--- src/logic/dmsu_pkg.sv ---
package dmsu_pkg;
    // Opcode byte values
    localparam logic [7:0] OPC_BYTE_COPY = 8'h6a;
    localparam logic [7:0] OPC_LONG_COPY = 8'h5a;
    localparam logic [7:0] OPC_WORD_MEM_COPY = 8'h60;
    localparam logic [7:0] OPC_WORD_REG_COPY = 8'h20;
    localparam logic [7:0] OPC_CHAR_PAD_COPY = 8'h54;
    localparam logic [7:0] OPC_PC_SAVE = 8'h3a;
    localparam logic [7:0] OPC_WORD_WRITE = 8'hfa;
    localparam logic [7:0] OPC_BYTE_WRITE = 8'hf8;
    localparam logic [7:0] OPC_DWORD_LOAD = 8'h70;
    // Default blank fill byte
    localparam logic [7:0] PAD_CHAR_DEF = 8'h20;
    // Transfer steps and counts in bytes
    localparam logic [15:0] STEP_BYTE = 16'h0001;
    localparam logic [15:0] STEP_WORD = 16'h0002;
    localparam logic [15:0] CNT_DWORD = 16'h0004;
    // Buffer depth and full level
    localparam int BUF_DEPTH = 2;
    localparam logic [1:0] BUF_FULL = 2'h2;
    // Reset values
    localparam logic [15:0] ZERO16 = 16'h0000;
    localparam logic [2:0] REG_NONE = 3'h0;

    // One decoded instruction with its extension words
    typedef struct packed {
        logic [7:0] opcode;
        logic ind1;
        logic [2:0] first_reg_sel;
        logic ind2;
        logic [2:0] second_reg_sel;
        logic [15:0] first_base_word;
        logic [15:0] second_base_word;
        logic [15:0] len_word;
        logic [15:0] pc;
    } dmsu_insn_t;

    // Main storage request
    typedef struct packed {
        logic req;
        logic we;
        logic wide;
        logic [15:0] addr;
        logic [15:0] wdata;
    } dmsu_mem_t;

    // Sequencer states
    typedef enum logic [7:0] {
        S_IDLE = 8'h01,
        S_OP1 = 8'h02,
        S_IND1 = 8'h04,
        S_OP2 = 8'h08,
        S_IND2 = 8'h10,
        S_SETUP = 8'h20,
        S_RD = 8'h40,
        S_WR = 8'h80
    } dmsu_state_t;
endpackage : dmsu_pkg

--- src/logic/dmsu_core.sv ---
`timescale 1ns/1ps
// Notes on behaviour
// - Byte copy moves one memory byte
// - Address is base plus index, maybe indirect
// - Deref flag takes operand from memory via register
// - Long copy uses one 16-bit length
// - Long and char copy: indexing only
// - Long copy runs byte by byte unless length and addresses are even
// - Overlapping long copy stays correct
// - Zero length moves nothing
// - Even length and addresses move words
// - Word copy memory to memory
// - Word move register or memory operands
// - Char copy has two 8-bit lengths
// - Copy shorter length, pad with blanks
// - Empty source fills destination with blanks
// - Blanks fill rightmost destination bytes
// - Char copy words only when all even
// - Save program address to register or memory
// - Word store to first operand address
// - Byte store of register low byte
// - Register pair wraps seven to zero
module dmsu_core #(
    parameter logic [7:0] PAD_CHAR = dmsu_pkg::PAD_CHAR_DEF
) (
    // Clock and reset
    input wire logic core_clk,
    input wire logic rst_b,
    // Instruction stream
    input wire logic ins_valid,
    input wire dmsu_pkg::dmsu_insn_t ins_data,
    output logic ins_ready,
    output logic op_done,
    // Main storage
    output dmsu_pkg::dmsu_mem_t mem_o,
    input wire logic mem_ack,
    input wire logic [15:0] mem_rdata,
    // General registers
    output logic [2:0] rf_rd_sel,
    input wire logic [15:0] rf_rd_data,
    output logic rf_we,
    output logic [2:0] rf_wr_sel,
    output logic [15:0] rf_wr_data
);
    import dmsu_pkg::*;

    // Index added only for a nonzero register selector
    function automatic logic [15:0] form_ea(logic [15:0] base, logic [2:0] sel,
                                            logic [15:0] rv);
        form_ea = base + ((sel != REG_NONE) ? rv : ZERO16);
    endfunction : form_ea

    // Next register of a pair, seven wraps to zero
    function automatic logic [2:0] next_reg(logic [2:0] sel);
        next_reg = sel + 3'h1;
    endfunction : next_reg

    // Opcodes this block executes
    function automatic logic is_known(logic [7:0] op);
        is_known = (op == OPC_BYTE_COPY) || (op == OPC_LONG_COPY) ||
                   (op == OPC_WORD_MEM_COPY) || (op == OPC_WORD_REG_COPY) ||
                   (op == OPC_CHAR_PAD_COPY) || (op == OPC_PC_SAVE) ||
                   (op == OPC_WORD_WRITE) || (op == OPC_BYTE_WRITE) ||
                   (op == OPC_DWORD_LOAD);
    endfunction : is_known

    // Reset release synchroniser
    logic [1:0] rs_q;
    always_ff @(posedge core_clk or negedge rst_b) begin
        if (!rst_b) begin
            rs_q <= 2'h0;
        end else begin
            rs_q <= {rs_q[0], 1'b1};
        end
    end
    wire rst_sync_b = rs_q[1];

    // Two-entry instruction buffer; a busy sequencer backs up to ins_ready
    dmsu_insn_t buf_mem [BUF_DEPTH];
    logic wp_r, rp_r;
    logic [1:0] fill_r;
    dmsu_state_t st_r, st_nxt;
    wire buf_valid = (fill_r != 2'h0);
    wire push = ins_valid && ins_ready;
    wire pop = buf_valid && (st_r == S_IDLE);
    wire [7:0] hop = buf_mem[rp_r].opcode;
    assign ins_ready = (fill_r != BUF_FULL);

    // Buffer storage, no reset needed
    always_ff @(posedge core_clk) begin
        if (push) begin
            buf_mem[wp_r] <= ins_data;
        end
    end

    // Buffer pointers and fill level
    always_ff @(posedge core_clk or negedge rst_sync_b) begin
        if (!rst_sync_b) begin
            wp_r <= 1'b0;
            rp_r <= 1'b0;
            fill_r <= 2'h0;
        end else begin
            wp_r <= wp_r ^ push;
            rp_r <= rp_r ^ pop;
            fill_r <= fill_r + {1'b0, push} - {1'b0, pop};
        end
    end

    // Working state of the current instruction
    dmsu_insn_t cur_r;
    logic [15:0] sa_r, da_r, d_r, cnt_r, pad_r; // Source/dest address, data, counts
    logic wide_r, down_r; // Word steps, descending walk
    logic k1_r, k2_r; // Operand is a plain register
    logic src_reg_r, src_pc_r, dst_reg_r;
    logic [2:0] ssel_r, dsel_r;
    dmsu_mem_t mem_r;
    logic rf_we_r, done_r;
    logic [2:0] rf_sel_r;
    logic [15:0] rf_dat_r;

    // Opcode decode
    wire [7:0] opc = cur_r.opcode;
    wire is_lng = (opc == OPC_LONG_COPY);
    wire is_chr = (opc == OPC_CHAR_PAD_COPY);
    wire is_blk = is_lng || is_chr;
    wire is_rr = (opc == OPC_WORD_REG_COPY);
    wire is_pc = (opc == OPC_PC_SAVE);
    wire is_st = (opc == OPC_WORD_WRITE) || (opc == OPC_BYTE_WRITE);
    wire is_ld2 = (opc == OPC_DWORD_LOAD);
    wire is_byt = (opc == OPC_BYTE_COPY) || (opc == OPC_BYTE_WRITE);
    wire k2_kind = is_rr || is_pc || is_st || is_ld2;

    // Effective addresses from base words
    wire [15:0] ea1 = form_ea(cur_r.first_base_word, cur_r.first_reg_sel, rf_rd_data);
    wire [15:0] ea2 = form_ea(cur_r.second_base_word, cur_r.second_reg_sel, rf_rd_data);

    // Character copy lengths and split
    wire [7:0] src_length = cur_r.len_word[15:8];
    wire [7:0] dst_length = cur_r.len_word[7:0];
    wire [7:0] chr_min = (src_length < dst_length) ? src_length : dst_length;
    wire [7:0] chr_pad = (dst_length > src_length) ? dst_length - src_length : 8'h00;
    wire chr_even = !src_length[0] && !dst_length[0] && !sa_r[0] && !da_r[0];

    // Long copy width and direction
    wire lng_even = !cur_r.len_word[0] && !sa_r[0] && !da_r[0];
    wire lng_down = (da_r > sa_r) && (cur_r.len_word != ZERO16);
    wire [15:0] lng_back = cur_r.len_word - (lng_even ? STEP_WORD : STEP_BYTE);

    // Pointer stepping
    wire [15:0] step = wide_r ? STEP_WORD : STEP_BYTE;
    wire [15:0] sa_adv = down_r ? sa_r - step : sa_r + step;
    wire [15:0] da_adv = down_r ? da_r - step : da_r + step;

    // Storage access selection
    wire in_ind = (st_r == S_IND1) || (st_r == S_IND2);
    wire rd_mem = (st_r == S_RD) && (cnt_r != ZERO16) && !src_reg_r && !src_pc_r;
    wire wr_mem = (st_r == S_WR) && !dst_reg_r;
    wire launch = (in_ind || rd_mem || wr_mem) && !mem_r.req;
    wire ack_ok = mem_ack && mem_r.req;
    wire [15:0] go_addr = ((st_r == S_IND1) || rd_mem) ? sa_r : da_r;
    wire go_wide = in_ind || wide_r;

    // Next state
    always_comb begin
        st_nxt = st_r;
        unique case (st_r)
            S_IDLE: begin
                if (buf_valid && is_known(hop)) begin
                    st_nxt = (hop == OPC_PC_SAVE) ? S_OP2 : S_OP1;
                end
            end
            S_OP1: begin
                // Block copies never go indirect
                st_nxt = (!is_rr && cur_r.ind1 && !is_blk) ? S_IND1 : S_OP2;
            end
            S_IND1: begin
                if (ack_ok) st_nxt = S_OP2;
            end
            S_OP2: begin
                st_nxt = (!k2_kind && cur_r.ind2 && !is_blk) ? S_IND2 : S_SETUP;
            end
            S_IND2: begin
                if (ack_ok) st_nxt = S_SETUP;
            end
            S_SETUP: begin
                st_nxt = S_RD;
            end
            S_RD: begin
                if (cnt_r != ZERO16) begin
                    st_nxt = (rd_mem && !ack_ok) ? S_RD : S_WR;
                end else if (pad_r != ZERO16) begin
                    st_nxt = S_WR;
                end else begin
                    st_nxt = S_IDLE;
                end
            end
            S_WR: begin
                if (dst_reg_r || ack_ok) st_nxt = S_RD;
            end
        endcase
    end

    // Register selection follows the phase
    assign rf_rd_sel = (st_r == S_OP1) ? cur_r.first_reg_sel :
                       (st_r == S_OP2) ? cur_r.second_reg_sel : ssel_r;

    // Sequencer datapath
    always_ff @(posedge core_clk or negedge rst_sync_b) begin
        if (!rst_sync_b) begin
            st_r <= S_IDLE;
            cur_r <= '0;
            {sa_r, da_r, d_r, cnt_r, pad_r} <= {5{ZERO16}};
            {wide_r, down_r, k1_r, k2_r} <= 4'h0;
            {src_reg_r, src_pc_r, dst_reg_r} <= 3'h0;
            ssel_r <= REG_NONE;
            dsel_r <= REG_NONE;
            mem_r <= '0;
            rf_we_r <= 1'b0;
            rf_sel_r <= REG_NONE;
            rf_dat_r <= ZERO16;
            done_r <= 1'b0;
        end else begin
            st_r <= st_nxt;
            rf_we_r <= 1'b0;
            done_r <= 1'b0;
            // Storage request held until acknowledged
            if (launch) begin
                mem_r <= '{req: 1'b1, we: wr_mem, wide: go_wide, addr: go_addr, wdata: d_r};
            end else if (ack_ok) begin
                mem_r.req <= 1'b0;
            end
            unique case (st_r)
                S_IDLE: begin
                    if (pop) cur_r <= buf_mem[rp_r];
                    k1_r <= 1'b0;
                end
                S_OP1: begin
                    k1_r <= is_rr && !cur_r.ind1;
                    sa_r <= is_rr ? rf_rd_data : ea1;
                end
                S_IND1: begin
                    if (ack_ok) sa_r <= mem_rdata;
                end
                S_OP2: begin
                    k2_r <= k2_kind && !cur_r.ind2;
                    da_r <= k2_kind ? rf_rd_data : ea2;
                end
                S_IND2: begin
                    if (ack_ok) da_r <= mem_rdata;
                end
                S_SETUP: begin
                    src_pc_r <= is_pc;
                    src_reg_r <= is_st ? k2_r : k1_r;
                    dst_reg_r <= !is_st && k2_r;
                    ssel_r <= is_st ? cur_r.second_reg_sel : cur_r.first_reg_sel;
                    dsel_r <= cur_r.second_reg_sel;
                    pad_r <= ZERO16;
                    down_r <= 1'b0;
                    // Stores write the first operand from the second
                    if (is_st) begin
                        sa_r <= da_r;
                        da_r <= sa_r;
                    end
                    if (is_lng) begin
                        cnt_r <= cur_r.len_word;
                        wide_r <= lng_even;
                        // Walk from the top end when the target lies above
                        down_r <= lng_down;
                        if (lng_down) begin
                            sa_r <= sa_r + lng_back;
                            da_r <= da_r + lng_back;
                        end
                    end else if (is_chr) begin
                        cnt_r <= {8'h00, chr_min};
                        pad_r <= {8'h00, chr_pad};
                        wide_r <= chr_even;
                    end else if (is_byt) begin
                        cnt_r <= STEP_BYTE;
                        wide_r <= 1'b0;
                    end else begin
                        cnt_r <= is_ld2 ? CNT_DWORD : STEP_WORD;
                        wide_r <= 1'b1;
                    end
                end
                S_RD: begin
                    if (cnt_r != ZERO16) begin
                        if (src_pc_r) begin
                            d_r <= cur_r.pc;
                        end else if (src_reg_r) begin
                            d_r <= rf_rd_data;
                        end else if (ack_ok) begin
                            d_r <= mem_rdata;
                        end
                    end else if (pad_r != ZERO16) begin
                        d_r <= {PAD_CHAR, PAD_CHAR};
                    end else begin
                        done_r <= 1'b1;
                    end
                end
                S_WR: begin
                    if (dst_reg_r || ack_ok) begin
                        rf_we_r <= dst_reg_r;
                        rf_sel_r <= dsel_r;
                        rf_dat_r <= d_r;
                        dsel_r <= next_reg(dsel_r);
                        da_r <= da_adv;
                        // Copy phase first, blank phase after it
                        if (cnt_r != ZERO16) begin
                            cnt_r <= cnt_r - step;
                            sa_r <= sa_adv;
                        end else begin
                            pad_r <= pad_r - step;
                        end
                    end
                end
            endcase
        end
    end

    // Outputs from flip-flops
    assign mem_o = mem_r;
    assign rf_we = rf_we_r;
    assign rf_wr_sel = rf_sel_r;
    assign rf_wr_data = rf_dat_r;
    assign op_done = done_r;
endmodule : dmsu_core

--- config.mk ---
export PLATFORM = sky130hd
export DESIGN_NAME = dmsu_core
export DESIGN_NICKNAME = d
export VERILOG_FILES = /design/src/logic/dmsu_pkg.sv /design/src/logic/dmsu_core.sv
export SDC_FILE = /design/constraint.sdc
export NUM_CORES = 1
export LEC_CHECK = 0
export BUFFER_PORTS_ARGS = -buffer_cell sky130_fd_sc_hd__buf_4
export CAP_MARGIN = 30
export CORE_UTILIZATION = 40
export DETAILED_ROUTE_END_ITERATION = 10
export GPL_ROUTABILITY_DRIVEN = 1
export GPL_TIMING_DRIVEN = 0
export PLACE_DENSITY = 0.66
export SLEW_MARGIN = 25
export SYNTH_ARGS = -nofsm -noshare
export SYNTH_HDL_FRONTEND = slang
export SYNTH_SLANG_ARGS = --single-unit
export TNS_END_PERCENT = 20
--- constraint.sdc ---
create_clock -name core_clk -period 12.1 [get_ports core_clk]
set_input_delay 1.21 -clock core_clk [delete_from_list [all_inputs] [get_ports core_clk]]
set_output_delay 1.21 -clock core_clk [all_outputs]
set_load 0.05 [all_outputs]
==> flow_summary.yaml <==
cells_and_area:
  drive_above_1_share: 0.134
  multiInputGateArea_sq_um: 11800
  syn2layout_area_growth_pct: 16.8
  num-fill-cells: 5446
  final_cells: 3387
  diodes: 0
  nNetsFinal: 2842
  seq_area_sq_um: 10900
drt:
  first_pass_iters: 6
  drc: 0
  drtAntennaViolNets: 0
  post_drt_wl_per_cell_microns: 21.8
  drt_iter0_markers: 1759
  routed_via_density: 5.72
  dr_total_vias: 19400
  drt-total-wl_mm: 74.0
grt:
  grt_pass1_wl_mm: 112
  overflow: 0
  antenna_found_initial: 0
  met2_usage: 0.405
  use_met3: 0.0365
  grt_use_met1: 0.324
  busiest_layer: "met2"
  grt_max_degree: 57
  grt_usage: 0.246
  grt_pass1_vias: 19000
timing:
  drv_slew: 0
  worst_pin_slew_ns: 1.00
  hold_viol: 0
  fin_crit_sh: 0.422
  setup_viol: 0
  slew_headroom: 0.331
  hold-worst-slack_ns: 0.326
  fin_crit_ns: 5.11
  clock_skew_ns: 0.0142
  rsz0062_at_grt: "no"
  tns_ns: 0
  max_freq_mhz: 196
yosys:
  synth_cells: 2358
  synth_flop_cell: "dfrtp_1"
  ys_ff_latch: 403
  synth.yosys.seq_area_share: 0.466
  syn-cell-area_sq_um: 23300
  async_flop_share: 0.603
  synth_edf_count: 160
  yosysUniqueCellTypes: 77
  syn_nets: 2611
  synth.avg_cell_area_sq_um: 9.90
  yosysWarnings: 0
clock_tree:
  cts_buffer_depth: 3
  insertion_delay_ns: 0.58
  cts_made_buffers: 44
  post_cts_buffers: 0
  clock_sinks: 403
  clock_tree.root_cell: "clkbuf_16"
  cts_tree: "yes"
  cts_resized: 0
  cts.clk_slew.worst_paths_ns: 0.06
  cts_hold_buf: 0
  htreeDepth: 2
floorplanning:
  ios: 176
  rows: 88
  core_area_sq_um: 57700
  dieArea_sq_um: 59300
  die_h_microns: 244
  die_w_microns: 244
  initial_core_util: 0.405
power:
  switching_power_w: 0.00242
  power.internal_w: 0.00347
  pwr-share-comb: 0.436
  seqPwrFrac: 0.341
  switching_share: 0.411
  leakage_nw: 11.3
  power_frac_clock: 0.223
  vdd_drop_max_uv: 180
  cellPowerDensity_nw_per_um2: 216
critical_path:
  start_kind: "flip-flop"
  worstPathRequired_ns: 12.59
  timing.critical_path.from: "cur_r[16]"
  crit_fanout: 7
  worstSetupEndpointType: "flip-flop"
  arrival_ns: 5.60
  r2r_start: "cur_r[16]"
  worstSetupPathType: "flip-flop to flip-flop"
run:
  max-cap-violations: 0
placement:
  place_hpwl_mm: 57.5
  place_congestion: 0.969
  placedCellCount: 3307
  io_buffers: 175
min_path:
  worst_hold_path_type: "flip-flop to asynchronous set/reset pin"
outcome:
  status: "complete, no violations"
==> cells by family after synthesis <==
kind of cell | synth area share
and+or+nand+nor | 0.147
other | 0.000161
buffers and inverters | 0.0321
adders and majority gates | 0.0767
xor gates and xnor gates | 0.0368
AOI/OAI and AO/OA | 0.166
muxes | 0.0748
DFF | 0.466
==> registers in the layout, summed over array words and instances, names as in the netlist, 2 cells and up <==
| signal | flops |
|---|---|
| buf_mem | 160 |
| cur_r | 72 |
| mem_o | 35 |
| cnt_r | 16 |
| d_r | 16 |
| da_r | 16 |
| pad_r | 16 |
| rf_wr_data | 16 |
| sa_r | 16 |
| opc | 8 |
| st_r | 8 |
| dsel_r | 3 |
| rf_wr_sel | 3 |
| ssel_r | 3 |
| fill_r | 2 |
| rs_q | 2 |
==> through the flow <==
| stage | utilization | setup slack [ns] | total power [W] | instance area, sq um |
|---|---|---|---|---|
| 2_1_floorplan | - | 4.83 | 0.00377 | 23300 |
| 3_3_place_gp | 0.444 | 2.08 | 0.00446 | 25600 |
| 3_5_place_dp | 0.448 | 6.99 | 0.00454 | 25900 |
| 4_1_cts | 0.472 | 6.94 | 0.00587 | 27300 |
| 5_1_grt | 0.472 | 6.61 | 0.00624 | 27300 |
| 6_report | 0.472 | 6.99 | 0.00589 | 27300 |
==> final timing paths <==
kind / cells after the start / to / slack, ns
max in group asynchronous: 2 / down_r / 10.77
min in group core_clk: 0 / rs_q[1] / 0.36
min: 0 / mem_o[1] / 0.33
max reg2reg: 18 / da_r[15] / 6.99
min reg2reg: 0 / mem_o[1] / 0.33
max: 18 / da_r[15] / 6.99
==> worst max-delay path: stages (launching register included) <==
cell	delay, ns
dfrtp_1	0.55
inv_1	0.19
nand2_1	0.17
ha_1	0.18
inv_1	0.07
fa_1	0.45
nand2b_1	0.20
nor4_1	0.51
xnor2_1	0.30
ha_1	0.37
a21o_1	0.20
or3_1	0.30
nor3_1	0.28
o21ai_0	0.22
nor3b_1	0.18
nor3_1	0.38
nand2_1	0.11
o2111a_1	0.17
a31oi_1	0.17
==> final cells by class <==
| cell class | count | area share |
|---|---|---|
| multi-input cells | 1761 | 0.431 |
| clock buffers | 61 | 0.0449 |
| inverters | 86 | 0.0118 |
| plain buffers | 108 | 0.0157 |
| repair buffers | 185 | 0.0550 |
| clock inverters | 18 | 0.00643 |
| flip-flops and latches | 403 | 0.400 |
| well taps | 765 | 0.0351 |
==> synthesized netlist by cell type (all sizes together), types with 10 or more instances <==
master,instances,share of area
nand2,252,0.041
dfrtp,242,0.26
nor2,202,0.032
o21ai,182,0.039
a21oi,163,0.035
edfxtp,160,0.21
ha,127,0.068
mux2i,116,0.050
inv,86,0.014
clkbuf,84,0.014
xnor2,70,0.026
nor3,58,0.013
mux2,52,0.025
nand3,51,0.011
a31oi,41,0.011
o211ai,34,0.011
nor2b,30,0.0080
o31ai,30,0.0097
xor2,28,0.011
and2,25,0.0067
a21o,24,0.0077
buf,24,0.0047
nand2b,23,0.0062
or3,21,0.0058
nor4,20,0.0056
a221oi,19,0.0071
a211oi,18,0.0058
o21a,13,0.0042
fa,10,0.0086
nand4,10,0.0027
==> power groups by stage <==
stage	logic, W	clock network, W	registers, W
final	0.00257	0.00131	0.00201
after CTS	0.00254	0.00134	0.00200
after floorplan	0.00169	0	0.00209
after detailed placement	0.00252	0	0.00202
after global placement	0.00241	0	0.00204
after global routing	0.00282	0.00139	0.00204
==> cell usage in the layout, fill, tap and decap left out, types with 19 or more instances in the layout <==
master	Yosys	final
nand2_1	251	251
dfrtp_1	242	240
nor2_1	202	202
o21ai_0	180	180
buf_4	0	176
a21oi_1	161	160
edfxtp_1	160	160
ha_1	127	125
mux2i_1	116	116
clkbuf_1	84	95
inv_1	86	86
xnor2_1	70	70
nor3_1	57	55
mux2_2	52	52
nand3_1	51	51
clkbuf_16	0	44
a31oi_1	41	41
o211ai_1	34	34
nor2b_1	30	30
o31ai_1	30	30
xor2_1	28	28
and2_1	25	25
a21o_1	24	24
nand2b_1	23	23
or3_1	20	20
a221oi_1	19	19
==> metal layers <==
layer | wire length [microns] | vias to the layer above
met5 | 0 | -
met3 | 4850 | 145
met4 | 3150 | 0
met2 | 34600 | 709
li1 | - | 9103
met1 | 31400 | 9418
Power figures use the tool's default switching activity.
